`config.mk`:
```
export PLATFORM = sky130hd
export DESIGN_NAME = prx_top
export DESIGN_NICKNAME = d
export VERILOG_FILES = /design/src/core/prx_pkg.sv /design/src/core/prx_top.sv
export VERILOG_INCLUDE_DIRS = /design/src /design/src/core
export SDC_FILE = /design/constraint.sdc
export NUM_CORES = 1
export LEC_CHECK = 0
export BUFFER_PORTS_ARGS = -buffer_cell sky130_fd_sc_hd__buf_4
export CELL_PAD_IN_SITES_DETAIL_PLACEMENT = 0
export CELL_PAD_IN_SITES_GLOBAL_PLACEMENT = 1
export CORE_MARGIN = 3
export CORE_UTILIZATION = 34
export DETAILED_ROUTE_END_ITERATION = 16
export GPL_TIMING_DRIVEN = 0
export PLACE_DENSITY = 0.69
export SKIP_CTS_REPAIR_TIMING = 1
export SYNTH_ARGS = -nofsm -noshare
export SYNTH_HDL_FRONTEND = slang
export SYNTH_SLANG_ARGS = --single-unit
```
`constraint.sdc`:
```
create_clock -name SYS_CLK_IN -period 9.6 [get_ports SYS_CLK_IN]
set_input_delay 0.96 -clock SYS_CLK_IN [delete_from_list [all_inputs] [get_ports SYS_CLK_IN]]
set_output_delay 0.96 -clock SYS_CLK_IN [all_outputs]
set_load 0.005 [all_outputs]
```
`src/core/prx_defs.svh`:
```
// Constant definitions for the receive coding and MAC interface block.
`ifndef PRX_DEFS_SVH
`define PRX_DEFS_SVH

// Register indices; byte address is four times the index.
`define PRX_IDX_CONTROL 6'd0
`define PRX_IDX_STATUS 6'd1
`define PRX_IDX_CONFIG 6'd31
`define PRX_ADDR_LSB 2
`define PRX_ADDR_W 8

// Control register fields.
`define PRX_CTL_RMII 0
`define PRX_CTL_SPEED10 1
`define PRX_CTL_HALF_DUPLEX 2
`define PRX_CTL_RESET 32'h0000_0000

// Configuration register fields.
`define PRX_CFG_DESCR_BYPASS 0
`define PRX_CFG_DECODE_ENABLE 6
`define PRX_CFG_RESET 32'h0000_0040

// Code groups.
`define PRX_CODE_IDLE 5'h1f
`define PRX_CODE_J 5'h18
`define PRX_CODE_K 5'h11
`define PRX_CODE_T 5'h0d
`define PRX_CODE_R 5'h07
`define PRX_NIB_PREAMBLE 4'h5
`define PRX_NIB_BAD_SSD 4'he

// Line level codes: zero, plus, minus.
`define PRX_LEVEL_W 2

// Timing.
`define PRX_CLK_MHZ 200
`define PRX_IDLE_WINDOW_US 40
`define PRX_HALF_25M 7'd4
`define PRX_HALF_50M 7'd2
`define PRX_HALF_2M5 7'd40
`define PRX_LOCK_MATCHES 5'd20
`define PRX_IDLE_RUN 4'd10

// AXI responses.
`define PRX_RESP_OKAY 2'b00
`define PRX_RESP_SLVERR 2'b10

`endif

```
`src/core/prx_pkg.sv`:
```
// Types shared by the receive coding and MAC interface block.
package prx_pkg;

  typedef enum logic [1:0] {
    PRX_ST_HUNT = 2'b00,
    PRX_ST_J = 2'b01,
    PRX_ST_FRAME = 2'b10,
    PRX_ST_T = 2'b11
  } prx_state_t;

  typedef struct packed {
    logic dv;
    logic er;
    logic [3:0] data;
  } prx_entry_t;

  typedef struct packed {
    logic valid;
    logic [3:0] nibble;
  } prx_dec_t;

endpackage

```
`src/core/prx_top.sv`:
```
// Receive coding sublayer with MII/RMII MAC interface and AXI4-Lite registers.
//
// Design decisions made here: the placing of the registers and the AXI4-Lite interface to the registers.
`include "prx_defs.svh"
`timescale 1ns/1ps
`default_nettype none

module prx_top
  import prx_pkg::*;
#(
  parameter int unsigned IDLE_WINDOW_CYCLES = `PRX_IDLE_WINDOW_US * `PRX_CLK_MHZ,
  parameter int unsigned QUEUE_DEPTH = 4
) (
  input wire logic SYS_CLK_IN,
  input wire logic SRST_IN,
  input wire logic [`PRX_ADDR_W-1:0] S_AXI_AWADDR_IN,
  input wire logic S_AXI_AWVALID_IN,
  output logic S_AXI_AWREADY_OUT,
  input wire logic [31:0] S_AXI_WDATA_IN,
  input wire logic [3:0] S_AXI_WSTRB_IN,
  input wire logic S_AXI_WVALID_IN,
  output logic S_AXI_WREADY_OUT,
  output logic [1:0] S_AXI_BRESP_OUT,
  output logic S_AXI_BVALID_OUT,
  input wire logic S_AXI_BREADY_IN,
  input wire logic [`PRX_ADDR_W-1:0] S_AXI_ARADDR_IN,
  input wire logic S_AXI_ARVALID_IN,
  output logic S_AXI_ARREADY_OUT,
  output logic [31:0] S_AXI_RDATA_OUT,
  output logic [1:0] S_AXI_RRESP_OUT,
  output logic S_AXI_RVALID_OUT,
  input wire logic S_AXI_RREADY_IN,
  input wire logic [`PRX_LEVEL_W-1:0] LINE_LEVEL_IN,
  input wire logic LINE_TOGGLE_IN,
  input wire logic LINE_SIGNAL_PRESENT_IN,
  input wire logic LINK_FAIL_IN,
  input wire logic [3:0] TXD_IN,
  input wire logic TX_EN_IN,
  output logic RX_CLK_OUT,
  output logic TX_CLK_OUT,
  output logic [3:0] RXD_OUT,
  output logic RX_DV_OUT,
  output logic RX_ER_OUT,
  output logic CRS_OUT,
  output logic COL_OUT,
  output logic [3:0] TX_NIBBLE_OUT,
  output logic TX_NIBBLE_VALID_OUT
);

  function automatic prx_dec_t decode(input logic [4:0] code);
    prx_dec_t d;
    d.valid = 1'b1;
    case (code)
      5'h1e: d.nibble = 4'h0;
      5'h09: d.nibble = 4'h1;
      5'h14: d.nibble = 4'h2;
      5'h15: d.nibble = 4'h3;
      5'h0a: d.nibble = 4'h4;
      5'h0b: d.nibble = 4'h5;
      5'h0e: d.nibble = 4'h6;
      5'h0f: d.nibble = 4'h7;
      5'h12: d.nibble = 4'h8;
      5'h13: d.nibble = 4'h9;
      5'h16: d.nibble = 4'ha;
      5'h17: d.nibble = 4'hb;
      5'h1a: d.nibble = 4'hc;
      5'h1b: d.nibble = 4'hd;
      5'h1c: d.nibble = 4'he;
      5'h1d: d.nibble = 4'hf;
      default: begin
        d.valid = 1'b0;
        d.nibble = 4'h0;
      end
    endcase
    return d;
  endfunction

  ////////////////////////////////////////////////////////////////////////////
  // Input synchronisers. Every line and MAC transmit pin input passes two flip-flops; the AXI and reset inputs do not.

  localparam int SYNC_W = `PRX_LEVEL_W + 8;
  logic [SYNC_W-1:0] sync1;
  logic [SYNC_W-1:0] sync2;
  logic [`PRX_LEVEL_W-1:0] level;
  logic toggle;
  logic sig_present;
  logic link_fail;
  logic [3:0] txd;
  logic tx_en;

  always_ff @(posedge SYS_CLK_IN) begin
    sync1 <= {LINE_LEVEL_IN, LINE_TOGGLE_IN, LINE_SIGNAL_PRESENT_IN, LINK_FAIL_IN,
              TXD_IN, TX_EN_IN};
    sync2 <= sync1;
  end

  assign {level, toggle, sig_present, link_fail, txd, tx_en} = sync2;

  ////////////////////////////////////////////////////////////////////////////
  // Registers.

  logic [31:0] ctl;
  logic [31:0] cfg;
  logic locked;
  prx_state_t state;
  logic rmii;
  logic speed10;
  logic half_duplex;
  logic descr_bypass;
  logic decode_bypass;

  assign rmii = ctl[`PRX_CTL_RMII];
  assign speed10 = ctl[`PRX_CTL_SPEED10];
  assign half_duplex = ctl[`PRX_CTL_HALF_DUPLEX];
  assign descr_bypass = cfg[`PRX_CFG_DESCR_BYPASS];
  assign decode_bypass = !cfg[`PRX_CFG_DECODE_ENABLE] && !rmii;

  ////////////////////////////////////////////////////////////////////////////
  // AXI4-Lite slave. Address and data are taken together in one cycle.

  logic [5:0] aw_idx;
  logic [5:0] ar_idx;
  logic wr_go;
  logic rd_go;

  assign aw_idx = S_AXI_AWADDR_IN[`PRX_ADDR_W-1:`PRX_ADDR_LSB];
  assign ar_idx = S_AXI_ARADDR_IN[`PRX_ADDR_W-1:`PRX_ADDR_LSB];
  assign wr_go = S_AXI_AWVALID_IN && S_AXI_WVALID_IN && !S_AXI_AWREADY_OUT
                 && !S_AXI_BVALID_OUT;
  assign rd_go = S_AXI_ARVALID_IN && !S_AXI_ARREADY_OUT && !S_AXI_RVALID_OUT;

  always_ff @(posedge SYS_CLK_IN) begin
    if (SRST_IN) begin
      S_AXI_AWREADY_OUT <= 1'b0;
      S_AXI_WREADY_OUT <= 1'b0;
      S_AXI_BVALID_OUT <= 1'b0;
      S_AXI_BRESP_OUT <= `PRX_RESP_OKAY;
      ctl <= `PRX_CTL_RESET;
      cfg <= `PRX_CFG_RESET;
    end else begin
      S_AXI_AWREADY_OUT <= wr_go;
      S_AXI_WREADY_OUT <= wr_go;
      if (wr_go) begin
        S_AXI_BVALID_OUT <= 1'b1;
        S_AXI_BRESP_OUT <= `PRX_RESP_OKAY;
        for (int b = 0; b < 4; b++) begin
          if (S_AXI_WSTRB_IN[b]) begin
            if (aw_idx == `PRX_IDX_CONTROL) begin
              ctl[b*8 +: 8] <= S_AXI_WDATA_IN[b*8 +: 8];
            end else if (aw_idx == `PRX_IDX_CONFIG) begin
              cfg[b*8 +: 8] <= S_AXI_WDATA_IN[b*8 +: 8];
            end
          end
        end
        if (aw_idx != `PRX_IDX_CONTROL && aw_idx != `PRX_IDX_CONFIG
            && aw_idx != `PRX_IDX_STATUS) begin
          S_AXI_BRESP_OUT <= `PRX_RESP_SLVERR;
        end
      end else if (S_AXI_BREADY_IN) begin
        S_AXI_BVALID_OUT <= 1'b0;
      end
    end
  end

  always_ff @(posedge SYS_CLK_IN) begin
    if (SRST_IN) begin
      S_AXI_ARREADY_OUT <= 1'b0;
      S_AXI_RVALID_OUT <= 1'b0;
      S_AXI_RDATA_OUT <= 32'h0000_0000;
      S_AXI_RRESP_OUT <= `PRX_RESP_OKAY;
    end else begin
      S_AXI_ARREADY_OUT <= rd_go;
      if (rd_go) begin
        S_AXI_RVALID_OUT <= 1'b1;
        S_AXI_RRESP_OUT <= `PRX_RESP_OKAY;
        case (ar_idx)
          `PRX_IDX_CONTROL: S_AXI_RDATA_OUT <= ctl;
          `PRX_IDX_CONFIG: S_AXI_RDATA_OUT <= cfg;
          `PRX_IDX_STATUS: S_AXI_RDATA_OUT <= {27'h0, RX_DV_OUT, CRS_OUT, state, locked};
          default: begin
            S_AXI_RDATA_OUT <= 32'h0000_0000;
            S_AXI_RRESP_OUT <= `PRX_RESP_SLVERR;
          end
        endcase
      end else if (S_AXI_RREADY_IN) begin
        S_AXI_RVALID_OUT <= 1'b0;
      end
    end
  end

  ////////////////////////////////////////////////////////////////////////////
  // Line symbols to NRZI bits, then descrambling.

  logic toggle_d;
  logic sym_tick;
  logic [`PRX_LEVEL_W-1:0] prev_level;
  logic nrzi_bit;
  logic [10:0] key;
  logic [4:0] match_cnt;
  logic key_bit;
  logic dbit;
  logic [3:0] ones_run;
  logic [15:0] wd_cnt;
  logic wd_expired;

  assign sym_tick = toggle ^ toggle_d;
  assign nrzi_bit = (level != prev_level);
  assign key_bit = key[10] ^ key[8];
  assign dbit = descr_bypass ? nrzi_bit : (nrzi_bit ^ key_bit);
  assign wd_expired = (wd_cnt == 16'(IDLE_WINDOW_CYCLES - 1));

  always_ff @(posedge SYS_CLK_IN) begin
    if (SRST_IN) begin
      toggle_d <= 1'b0;
      prev_level <= '0;
    end else begin
      toggle_d <= toggle;
      if (sym_tick) begin
        prev_level <= level;
      end
    end
  end

  // While unlocked the key is loaded from the inverted stream, since idle
  // plain bits are ones; lock follows a run of correct predictions.
  always_ff @(posedge SYS_CLK_IN) begin
    if (SRST_IN || wd_expired) begin
      key <= 11'h000;
      match_cnt <= 5'd0;
      locked <= 1'b0;
    end else if (sym_tick) begin
      if (locked) begin
        key <= {key[9:0], key_bit};
      end else begin
        key <= {key[9:0], !nrzi_bit};
        if (key_bit == !nrzi_bit) begin
          if (match_cnt == `PRX_LOCK_MATCHES) begin
            locked <= 1'b1;
          end else begin
            match_cnt <= match_cnt + 5'd1;
          end
        end else begin
          match_cnt <= 5'd0;
        end
      end
    end
  end

  // The watchdog restarts whenever a run of descrambled ones marks idle.
  always_ff @(posedge SYS_CLK_IN) begin
    if (SRST_IN || wd_expired) begin
      ones_run <= 4'd0;
      wd_cnt <= 16'd0;
    end else begin
      if (sym_tick) begin
        ones_run <= dbit ? ((ones_run == `PRX_IDLE_RUN) ? ones_run : ones_run + 4'd1)
                         : 4'd0;
      end
      if (ones_run == `PRX_IDLE_RUN || !(locked || descr_bypass)) begin
        wd_cnt <= 16'd0;
      end else begin
        wd_cnt <= wd_cnt + 16'd1;
      end
    end
  end

  ////////////////////////////////////////////////////////////////////////////
  // Alignment and 5B/4B decoding.

  logic [9:0] sh;
  logic [9:0] sh_next;
  logic [2:0] bit_cnt;
  logic idle_prev;
  logic abort;
  logic group_done;
  logic [4:0] grp;
  prx_dec_t dec;
  prx_state_t next_state;
  logic [1:0] push_n;
  prx_entry_t push0;
  prx_entry_t push1;
  logic frame_start;
  logic end_frame;
  logic next_idle_prev;

  assign sh_next = {sh[8:0], dbit};
  assign grp = sh_next[4:0];
  assign dec = decode(grp);
  assign group_done = sym_tick && (bit_cnt == 3'd4);
  assign abort = wd_expired || !sig_present || link_fail;

  always_comb begin
    next_state = state;
    push_n = 2'd0;
    push0 = '0;
    push1 = '0;
    frame_start = 1'b0;
    end_frame = 1'b0;
    next_idle_prev = idle_prev;
    case (state)
      PRX_ST_HUNT: begin
        if (sym_tick && (locked || descr_bypass)
            && sh_next == {`PRX_CODE_IDLE, `PRX_CODE_J}) begin
          next_state = PRX_ST_J;
          frame_start = 1'b1;
        end
      end
      PRX_ST_J: begin
        if (group_done) begin
          push_n = (grp == `PRX_CODE_K) ? 2'd2 : 2'd1;
          if (grp == `PRX_CODE_K) begin
            next_state = PRX_ST_FRAME;
            push0 = '{dv: 1'b1, er: 1'b0, data: `PRX_NIB_PREAMBLE};
            push1 = '{dv: 1'b1, er: 1'b0, data: `PRX_NIB_PREAMBLE};
          end else begin
            next_state = PRX_ST_HUNT;
            push0 = '{dv: 1'b0, er: 1'b1, data: `PRX_NIB_BAD_SSD};
          end
          next_idle_prev = 1'b0;
        end
      end
      PRX_ST_FRAME: begin
        if (group_done) begin
          next_idle_prev = 1'b0;
          if (decode_bypass) begin
            push_n = 2'd1;
            push0 = '{dv: 1'b1, er: grp[4], data: grp[3:0]};
          end else if (dec.valid) begin
            push_n = 2'd1;
            push0 = '{dv: 1'b1, er: 1'b0, data: dec.nibble};
          end else if (grp == `PRX_CODE_T) begin
            next_state = PRX_ST_T;
          end else if (grp == `PRX_CODE_IDLE) begin
            next_idle_prev = 1'b1;
            if (idle_prev) begin
              end_frame = 1'b1;
            end
          end else begin
            push_n = 2'd1;
            push0 = '{dv: 1'b1, er: 1'b1, data: grp[3:0]};
          end
        end
      end
      PRX_ST_T: begin
        if (group_done) begin
          if (grp == `PRX_CODE_R) begin
            end_frame = 1'b1;
          end else begin
            next_state = PRX_ST_FRAME;
            push_n = 2'd1;
            push0 = '{dv: 1'b1, er: 1'b1, data: grp[3:0]};
          end
        end
      end
      default: next_state = PRX_ST_HUNT;
    endcase
    if (end_frame || abort) begin
      next_state = PRX_ST_HUNT;
    end
  end

  always_ff @(posedge SYS_CLK_IN) begin
    if (SRST_IN) begin
      state <= PRX_ST_HUNT;
      sh <= 10'h000;
      bit_cnt <= 3'd0;
      idle_prev <= 1'b0;
    end else begin
      state <= next_state;
      idle_prev <= next_idle_prev;
      if (sym_tick) begin
        sh <= sh_next;
        bit_cnt <= (frame_start || bit_cnt == 3'd4) ? 3'd0 : bit_cnt + 3'd1;
      end
    end
  end

  ////////////////////////////////////////////////////////////////////////////
  // Clock dividers for the MAC side.

  logic [6:0] rx_half;
  logic [6:0] rx_div;
  logic [6:0] tx_div;
  logic rx_fall;
  logic rx_rise;
  logic tx_rise;

  assign rx_half = rmii ? `PRX_HALF_50M : (speed10 ? `PRX_HALF_2M5 : `PRX_HALF_25M);
  assign rx_fall = RX_CLK_OUT && (rx_div == 7'd0);
  assign rx_rise = !RX_CLK_OUT && (rx_div == 7'd0);
  assign tx_rise = !TX_CLK_OUT && (tx_div == 7'd0);

  always_ff @(posedge SYS_CLK_IN) begin
    if (SRST_IN) begin
      RX_CLK_OUT <= 1'b0;
      rx_div <= 7'd0;
    end else if (frame_start && sig_present) begin
      RX_CLK_OUT <= 1'b0;
      rx_div <= rx_half - 7'd1;
    end else if (rx_div == 7'd0) begin
      RX_CLK_OUT <= !RX_CLK_OUT;
      rx_div <= rx_half - 7'd1;
    end else begin
      rx_div <= rx_div - 7'd1;
    end
  end

  always_ff @(posedge SYS_CLK_IN) begin
    if (SRST_IN) begin
      TX_CLK_OUT <= 1'b0;
      tx_div <= 7'd0;
    end else if (tx_div == 7'd0) begin
      TX_CLK_OUT <= !TX_CLK_OUT;
      tx_div <= `PRX_HALF_2M5 - 7'd1;
    end else begin
      tx_div <= tx_div - 7'd1;
    end
  end

  ////////////////////////////////////////////////////////////////////////////
  // Transmit capture at 10 Mb/s.

  logic [1:0] tx_low;
  logic tx_half;
  logic tx_take;
  logic [3:0] tx_nib;

  // RMII pairs two di-bits, low pair first, from one reference rising edge
  // to the next; a drop of TX_EN discards a half-built nibble.
  always_comb begin
    tx_take = 1'b0;
    tx_nib = txd;
    if (rmii) begin
      tx_take = rx_rise && tx_en && tx_half;
      tx_nib = {txd[1:0], tx_low};
    end else begin
      tx_take = tx_rise && tx_en;
    end
  end

  always_ff @(posedge SYS_CLK_IN) begin
    if (SRST_IN) begin
      tx_low <= 2'b00;
      tx_half <= 1'b0;
      TX_NIBBLE_OUT <= 4'h0;
      TX_NIBBLE_VALID_OUT <= 1'b0;
      COL_OUT <= 1'b0;
    end else begin
      if (rmii && rx_rise) begin
        tx_half <= tx_en && !tx_half;
        tx_low <= tx_en ? txd[1:0] : 2'b00;
      end
      TX_NIBBLE_VALID_OUT <= tx_take && speed10;
      if (tx_take && speed10) begin
        TX_NIBBLE_OUT <= tx_nib;
      end
      COL_OUT <= 1'b0;
    end
  end

  ////////////////////////////////////////////////////////////////////////////
  // Receive queue and MAC-side launch.

  localparam int QW = $clog2(QUEUE_DEPTH);
  prx_entry_t queue [QUEUE_DEPTH];
  logic [QW-1:0] wr_ptr;
  logic [QW-1:0] rd_ptr;
  logic [QW:0] q_cnt;
  logic loop_push;
  logic pop;
  logic rx_phase;
  prx_entry_t cur;
  logic [1:0] n_push;

  assign loop_push = tx_take && speed10 && half_duplex && !rmii;
  assign n_push = loop_push ? 2'd1 : push_n;
  assign pop = rx_fall && (q_cnt != '0) && (!rmii || !rx_phase);

  // An overflowing push is dropped; the launch rate matches the symbol rate.
  always_ff @(posedge SYS_CLK_IN) begin
    if (SRST_IN || abort) begin
      wr_ptr <= '0;
      rd_ptr <= '0;
      q_cnt <= '0;
    end else begin
      if (n_push != 2'd0 && q_cnt + (QW+1)'(n_push) <= (QW+1)'(QUEUE_DEPTH)) begin
        queue[wr_ptr] <= loop_push ? '{dv: 1'b1, er: 1'b0, data: tx_nib} : push0;
        if (n_push == 2'd2) begin
          queue[wr_ptr + QW'(1)] <= push1;
        end
        wr_ptr <= wr_ptr + QW'(n_push);
      end
      if (pop) begin
        rd_ptr <= rd_ptr + QW'(1);
      end
      q_cnt <= q_cnt + ((n_push != 2'd0 && q_cnt + (QW+1)'(n_push) <= (QW+1)'(QUEUE_DEPTH))
               ? (QW+1)'(n_push) : '0) - (pop ? (QW+1)'(1) : '0);
    end
  end

  always_ff @(posedge SYS_CLK_IN) begin
    if (SRST_IN) begin
      cur <= '0;
      rx_phase <= 1'b0;
      RXD_OUT <= 4'h0;
      RX_DV_OUT <= 1'b0;
      RX_ER_OUT <= 1'b0;
      CRS_OUT <= 1'b0;
    end else begin
      CRS_OUT <= (state != PRX_ST_HUNT) || (q_cnt != '0) || loop_push;
      if (abort) begin
        RX_DV_OUT <= 1'b0;
        RX_ER_OUT <= 1'b0;
        rx_phase <= 1'b0;
      end else if (rx_fall) begin
        if (rmii && rx_phase) begin
          RXD_OUT <= {2'b00, cur.data[3:2]};
          rx_phase <= 1'b0;
        end else begin
          cur <= (q_cnt != '0) ? queue[rd_ptr] : '0;
          RX_DV_OUT <= (q_cnt != '0) && queue[rd_ptr].dv;
          RX_ER_OUT <= (q_cnt != '0) && queue[rd_ptr].er;
          RXD_OUT <= (q_cnt == '0) ? 4'h0 : rmii ? {2'b00, queue[rd_ptr].data[1:0]}
                                                  : queue[rd_ptr].data;
          rx_phase <= rmii && (q_cnt != '0);
        end
      end
    end
  end

endmodule

`default_nettype wire
```
**After elaboration in Yosys (flattened, before gate mapping)**

Memory sizes are Yosys's and may differ from the RTL's. A register that Yosys moved wholly into a read port is not among the register bits.
Index checks and enable logic that the tools add are counted.

- Memories kept: 1
- Logic and storage cells: 299
- Flip-flop bits (word level): 222
- Memory bits (writable): 24
- Output and inout port bits: 56
- Bits of input ports: 69

- Reduce and logical (&&, ||, !) cells: 89
- $add $sub $neg: 13
- Muxes and demuxes: 96
- Eq/ne operators: 46
- Order comparisons: 1
- Bitwise logic cells: 7

Memory list:

| name | depth | bits a word | read ports | clocked after memory_dff | write ports | line | text |
|---|---|---|---|---|---|---|---|
| queue | 4 | 6 | 1 | 1 | 2 | prx_top.sv:465 | `prx_entry_t queue [QUEUE_DEPTH];` |

Operator list:

| kind | count |
|---|---|
| 6-bit 2-to-1 mux | 16 |
| 32-bit case mux with 3 select lines | 1 |
| 5-bit == test (second input constant) | 14 |
| 4-bit case mux with 15 select lines | 1 |
| 1-bit 2-to-1 mux | 43 |
| 2-bit 2-to-1 mux | 18 |
| 5-bit by 4-bit == test with 1-bit output (second input constant) | 6 |
| 1-bit logical AND | 30 |
| 4-bit 2-to-1 mux | 7 |
| 3-bit AND reduction | 7 |
| 2-bit != test (second input constant) | 10 |
| 6-bit case mux with 3 select lines | 1 |
| 16-bit by 1-bit adder with 16-bit output (second input constant) | 1 |
| 16-bit by 13-bit == test with 1-bit output (second input constant) | 1 |
| 4-bit AND reduction | 4 |
| 16-bit OR reduction | 1 |
| 7-bit zero test | 2 |
| 7-bit 2-to-1 mux | 2 |
| 7-bit by 1-bit subtractor with 7-bit output (second input constant) | 2 |
| 1-bit zero test | 13 |
| 6-bit by 5-bit == test with 1-bit output (second input constant) | 2 |
| 6-bit zero test | 2 |
| 1-bit logical OR | 11 |
| 10-bit == test (second input constant) | 1 |
| other kinds (35) | 56 |

**Depth between registers and ports, before layout**

Gate-level depths: netlist (run 1).

- Depth after elaboration: 17
- Mapped depth: 21

**Worst setup path after synthesis (run 1)**

Ideal clock, no wire load.

- Path type: register to register
- From: reg tx_div[0]
- To: reg q_cnt[2]
- Setup time: 0.128 ns
- Stages on the path, launching flop included: 22
- Path slack: 5.382 ns
- Buffers on the path: 2
- Arrival: 4.090 ns
- Path through: dfxtp_1 inv_1 ha_1 nor3b_1 and4b_1 clkbuf_1 buf_2 nor2_1 nand2_1 ha_1 inv_1 fa_1 xor2_1 a21oi_1 nand2b_1 ha_1 inv_1 ha_1 fa_1 xor2_1 xnor2_1 nor2_1

- Longest elaborated chain between the ends: 14
- Elaborated cells between the ends (all ways): 15
- Classes of those cells: add/sub (3); order compare (1); mux (3); reduce/logical (8)

Ends and longest elaborated chain:

| what | line | text |
|---|---|---|
| start, declared | prx_top.sv:383 | `logic [6:0] tx_div;` |
| start signal, assigned | prx_top.sv:414 | `` tx_div <= `PRX_HALF_2M5 - 7'd1; `` |
| start signal, assigned | prx_top.sv:416 | `tx_div <= tx_div - 7'd1;` |
| 7-bit zero test * | prx_top.sv:391 | `assign tx_rise = !TX_CLK_OUT && (tx_div == 7'd0);` |
| 1-bit logical AND * | prx_top.sv:391 |  |
| 1-bit logical AND * | prx_top.sv:437 | `tx_take = tx_rise && tx_en;` |
| 1-bit 2-to-1 mux * | prx_top.sv:433 | `if (rmii) begin` |
| 1-bit logical AND * (3 in series) | prx_top.sv:475 | `assign loop_push = tx_take && speed10 && half_duplex && !rmii;` |
| 2-bit 2-to-1 mux * | prx_top.sv:476 | `assign n_push = loop_push ? 2'd1 : push_n;` |
| 3-bit by 2-bit adder with 3-bit output | prx_top.sv:496 | `q_cnt <= q_cnt + ((n_push != 2'd0 && q_cnt + (QW+1)'(n_push) <= (QW+1)'(QUEUE_DEPTH))` |
| 3-bit less-or-equal comparator | prx_top.sv:496 |  |
| 1-bit logical AND | prx_top.sv:496 |  |
| 2-bit 2-to-1 mux * | prx_top.sv:497 | `? (QW+1)'(n_push) : '0) - (pop ? (QW+1)'(1) : '0);` |
| 3-bit by 2-bit adder with 3-bit output * | prx_top.sv:496 |  |
| 3-bit by 1-bit subtractor with 3-bit output * | prx_top.sv:497 |  |
| end signal, assigned | prx_top.sv:496 |  |
| end, declared | prx_top.sv:468 | `logic [QW:0] q_cnt;` |

Every way passes the cells marked *; elsewhere a longest branch is shown, timed or not.
A chain may end at the register's enable or synchronous reset.

**Final worst setup path (run 1)**

Same ends and word-level chain as after synthesis.

==> results.tsv, run 1 <==
metric	value	unit
ir_drop	0.000127	V
area_growth	21.5	%
synth_seq_cells	244	
arrival	5.36	ns
worstMarginPinSlew	1.07	ns
first_global_vias	8190	
clock-sinks	244	
yosysTopAreaCell	dfxtp_1	
fillers	3047	
start_util	34.9	%
drtAntennaViolNets	0	
mostFrequentLayoutCells	232 x dfxtp_1, 185 x nor2_1, 120 x buf_4, 97 x nand2_1, 84 x mux2i_1	
yosysSeqAreaShare	47.9	%
viasPerCell	5.03	
setup_viol	0	
cts_max_level	1	
root_buffer	clkbuf_16	
final_common_cell	dfxtp_1	
die-area	0.0329	mm²
ios	125	
critPathMaxFanout	10	
critPathCaptureType	register	
clock.fmax	202	MHz
rsz0062_at_grt	no	
dieWidth	181	µm
ys_warn_count	0	
hold_viol	0	
skew	0.0134	ns
routed_wl	28.1	mm
drtPass1Iterations	5	
gp_congestion	0.825	
start_kind	register	
hp-class	register to register	
synth_ff_type	dfxtp_1	
drive_above_1_share	16.5	%
antenna_found_initial	2	
synth_edf_count	12	
synth_area	0.0104	mm²
required	10.00	ns
async_flop_share	0	%
grtUsageTotal	16.7	%
muxShareOfSynthArea	9.99	%
drt-initial-drc-count	536	
avgSynthCellArea	9.38	µm²
drcViolationCount	0	
yosys.area_share.simple	19.1	%
final_util	42.4	%
cap_violations	0	
io_buffers	115	
synth_top_area_share	44.5	%
dieHeight	181	µm
antenna_cells	0	
numCtsBuffers	27	
slew_headroom	28.5	%
core	0.0300	mm²
yosys.area_share.adder	2.06	%
ff_latch_area	0.00500	mm²
layout_min_cycle_time	4.96	ns
syn_inst	1113	
wl_per_cell	16.9	µm
overflow	0	
cts_tree	built	
clkLatencyLatePin	0.53	ns
grt_max_degree	13	
fin_crit_sh	51.7	%
num_vias	8382	
rows	63	
synth-compound-area-share	13.9	%
p_per_area	186	mW/mm²
cts_buffer_depth	3	
synthTopCellsByArea	dfxtp_1 44%, mux2i_1 8.0%, nor2_1 6.6%	
drv_slew	0	
synth_top_family_by_area	simple AND/OR/NAND/NOR gates	
dp_hpwl	20.7	mm
outcome	finished clean	
synth_xor_xnor_area_share	3.44	%
cellLeakagePower	4.97	nW
grt_pass1_wl	45.4	mm
fin_nets	1344	
fin_hold_ws	0.327	ns
multi_input_area	0.00508	mm²
path_clk_slew	0.06	ns
fin_tns_setup	0	ns
ys_types	79	
crit_type	register to register	
## report_power, final
part           switching, mW  total (mW)  leakage [nW]  internal [mW]
Clock                  0.406        1.03         0.444          0.628
Combinational          0.131       0.233          2.52          0.102
Sequential            0.0335        1.09          2.01           1.06
## layout make-up
class                           instances  share of cell area [%]
Buffer                                 62                    2.08
Clock buffer                           40                    6.34
Clock inverter                          7                   0.670
Inverter                               27                   0.798
Multi-Input combinational cell        782                    40.0
Sequential cell                       244                    39.4
Tap cell                              390                    3.84
Timing Repair Buffer                  115                    6.80
## cell usage after synthesis, drive strengths merged, types with 3 or more instances
cell type  instances
a2111oi            4
a211o              3
a211oi             6
a21boi             5
a21o               6
a21oi             60
a221oi             5
a22o              27
a22oi             28
a31oi              6
a41oi              4
and2              16
and3               9
buf               26
clkbuf            36
dfxtp            232
edfxtp            12
ha                14
inv               27
mux2               6
mux2i             84
mux4               6
nand2             98
nand2b             7
nand3             23
nand3b             4
nand4              7
nor2             187
nor2b              9
nor3              36
nor3b              7
nor4               3
o21ai             21
o22ai              4
or3               10
or4                5
xnor2             22
xor2              19
## stage by stage
step	worst slack, ns	cells	area, µm²	power, mW
after floorplan	5.38	1115	10500	1.26
after global placement	4.66	1620	11800	1.34
after detailed placement	4.61	1620	11800	1.35
after CTS	4.56	1667	12700	2.39
after global routing	4.24	1667	12700	2.46
final	4.64	1667	12700	2.36
## cell families (layout without fill, tap and decap cells)
kind of cell	Yosys count	in the layout
compound gates	195	195
mux	96	96
buf+inv	89	251
xor+xnor	41	41
other cells	1	3
fa+ha+maj	16	16
simple gates	431	431
flops	244	244
## metal layers
metal | up-vias | wire (µm) | global-route usage (%)
li1 | 4180 | - | -
met1 | 4019 | 13600 | 24.0
met2 | 143 | 12800 | 26.9
met3 | 36 | 1210 | 2.66
met4 | 4 | 494 | 3.11
met5 | - | 34 | 0
## critical path, cell delays in order, from the launching register on
cell and delay, ns:
dfxtp_1 0.32, inv_1 0.06, ha_1 0.17, nor3b_1 0.54, and4b_1 0.31, clkbuf_1 0.24, buf_2 0.26, nor2_1 0.09
nand2_1 0.15, ha_1 0.16, inv_1 0.04, fa_1 0.37, xor2_1 0.15, a21oi_1 0.64, nand2b_1 0.20, ha_1 0.12
inv_1 0.04, ha_1 0.19, fa_1 0.40, xor2_1 0.19, xnor2_1 0.13, nor2_1 0.05
## registers in the layout, summed over array words and instances, names as in the netlist, 3 cells and up, named ones only
register / cells
S_AXI_RDATA_OUT: 32
cfg: 32
ctl: 32
queue: 24
wd_cnt: 16
key: 11
sync1: 10
sync2: 10
sh: 9
tx_div: 7
rx_div: 6
match_cnt: 5
RXD_OUT: 4
TX_NIBBLE_OUT: 4
ones_run: 4
bit_cnt: 3
q_cnt: 3
## worst paths after layout
path                            slack (ns)  startpoint  depth (start not counted)  endpoint
worst max-delay path                  4.64   tx_div[0]                         21  q_cnt[2]
worst min-delay path                  0.33    sync1[9]                          0  sync2[9]
worst max register to register        4.64   tx_div[0]                         21  q_cnt[2]
worst min register to register        0.33    sync1[9]                          0  sync2[9]
(Power assumes the default switching activity.)
==> run 2, diff against run 1 <==
==> constraint.sdc (replaced) <==
create_clock -name SYS_CLK_IN -period 4.7 [get_ports SYS_CLK_IN]
set_input_delay 0.47 -clock SYS_CLK_IN [delete_from_list [all_inputs] [get_ports SYS_CLK_IN]]
set_output_delay 0.47 -clock SYS_CLK_IN [all_outputs]
set_load 0.005 [all_outputs]
==> run 2 against run 1 <==
Net effect: combinational power up 110%; global-route usage stayed put; clock skew is 0.00069 ns lower; non-clock buffer count is 1 lower; critical path type unchanged; critical endpoint unchanged.
==> results.tsv, run 2 (synthesized netlist as in run 1, its figures left out) <==
metric	value	unit	change
required	5.11	ns	-4.89 ns
fin_crit_sh	92.6	%	+41 points
dieHeight	181	µm	unchanged
antenna_found_initial	2		unchanged
dp_hpwl	20.7	mm	unchanged
worstMarginPinSlew	1.05	ns	-0.0195 ns
mostFrequentLayoutCells	232 x dfxtp_1, 184 x nor2_1, 120 x buf_4, 97 x nand2_1, 84 x mux2i_1		
io_buffers	115		unchanged
hp-class	input port to register		
start_util	34.9	%	unchanged
drcViolationCount	0		unchanged
routed_wl	28.1	mm	about the same
drt-initial-drc-count	482		-10%
first_global_vias	8190		unchanged
critPathMaxFanout	10		unchanged
ir_drop	0.000259	V	+100%
drv_slew	0		unchanged
start_kind	register		
layout_min_cycle_time	4.35	ns	-0.606 ns
cts_tree	built		
dieWidth	181	µm	unchanged
final_util	42.5	%	+0.12 points
setup_viol	0		unchanged
hold_viol	0		unchanged
final_common_cell	dfxtp_1		
fin_nets	1343		-0.074%
final_cells	1666		-0.060%
arrival	4.76	ns	-0.60 ns
antenna_cells	0		unchanged
dp_slack	-0.291	ns	-4.90 ns
clock.fmax	230	MHz	+14%
viasPerCell	5.05		+0.37%
clock-sinks	244		unchanged
drive_above_1_share	16.9	%	+0.40 points
core	0.0300	mm²	unchanged
cts_buffer_depth	3		unchanged
rows	63		unchanged
fin_tns_setup	0	ns	unchanged
skew	0.0127	ns	-0.000693 ns
cellLeakagePower	4.97	nW	+0.11%
num_vias	8408		+0.31%
rsz0062_at_grt	no		
cts_max_level	1		unchanged
outcome	finished clean		
clkLatencyLatePin	0.53	ns	about the same
gp_congestion	0.825		unchanged
cap_violations	0		unchanged
crit_type	register to register		
p_per_area	379	mW/mm²	+100%
fin_ws	0.346	ns	-4.29 ns
die-area	0.0329	mm²	unchanged
overflow	0		unchanged
critPathCaptureType	register		
numCtsBuffers	27		unchanged
grt_max_degree	13		unchanged
largestRegisters	S_AXI_RDATA_OUT: 32 flops, cfg: 32 flops, ctl: 32 flops		
root_buffer	clkbuf_16		
wl_per_cell	16.9	µm	+0.16%
area_growth	21.9	%	
path_clk_slew	0.06	ns	about the same
p_total	4.83	mW	+100%
slew_headroom	29.8	%	+1.3 points
drtAntennaViolNets	0		unchanged
numPlacedInstances	1620		unchanged
grtUsageTotal	16.7	%	unchanged
drtPass1Iterations	5		unchanged
ios	125		unchanged
grt_pass1_wl	45.4	mm	unchanged
==> run 2: cell count changes in the layout (fill, tap and decap cells not counted), sizes merged <==
cell	previous run	this run
buf	141	140
==> run 2: critical path, stage by stage, from the launching register on <==
cell,delay [ns]
dfxtp_1,0.32
xnor2_1,0.41
a211o_1,0.20
buf_4,0.20
nand2_2,0.16
o21ai_4,0.42
nand2_1,0.20
ha_1,0.22
inv_1,0.06
fa_1,0.18
xor2_1,0.26
a21oi_4,0.11
or3_1,0.34
ha_1,0.29
inv_1,0.06
fa_1,0.45
xor2_1,0.20
xnor2_1,0.13
nor2_1,0.05
==> run 2: path summary, 6_finish.rpt <==
kind                       from        to  slack [ns]  cells after the start
hold / removal     LINK_FAIL_IN  sync1[5]        0.05                      1
setup / recovery  prev_level[1]  q_cnt[2]        0.35                     18
setup reg to reg  prev_level[1]  q_cnt[2]        0.35                     18
hold reg to reg        sync1[9]  sync2[9]        0.33                      0
==> run 2: layer usage <==
layer / vias up / routed length, µm / GRT usage (%)
met5: - / 34 / 0
met4: 4 / 497 / 3.11
met3: 38 / 1130 / 2.66
met2: 161 / 12800 / 26.9
met1: 4026 / 13700 / 24.0
li1: 4179 / - / -
==> run 2: area by class of cell <==
type | count | area [µm²]
clock inverters | 7 | 85.1
inverters | 27 | 101
repair buffers | 115 | 863
multi-input cells | 782 | 5120
plain buffers | 61 | 263
fillers | 3044 | 17200
well taps | 390 | 488
flip-flops and latches | 244 | 5000
clock buffers | 40 | 805
==> run 2: per-stage QoR <==
step | cell area (µm²) | hold WS (ns)
finish | 12700 | 0.0491
global placement | 11800 | 0.314
CTS | 12700 | 0.0276
floorplan | 10500 | 0.310
global route | 12700 | 0.0282
detailed placement | 11800 | 0.315
==> run 2: power breakdown <==
part	internal, mW	total [mW]	switching (mW)
clock network	1.28	2.12	0.833
registers	2.16	2.23	0.0732
logic	0.213	0.481	0.269
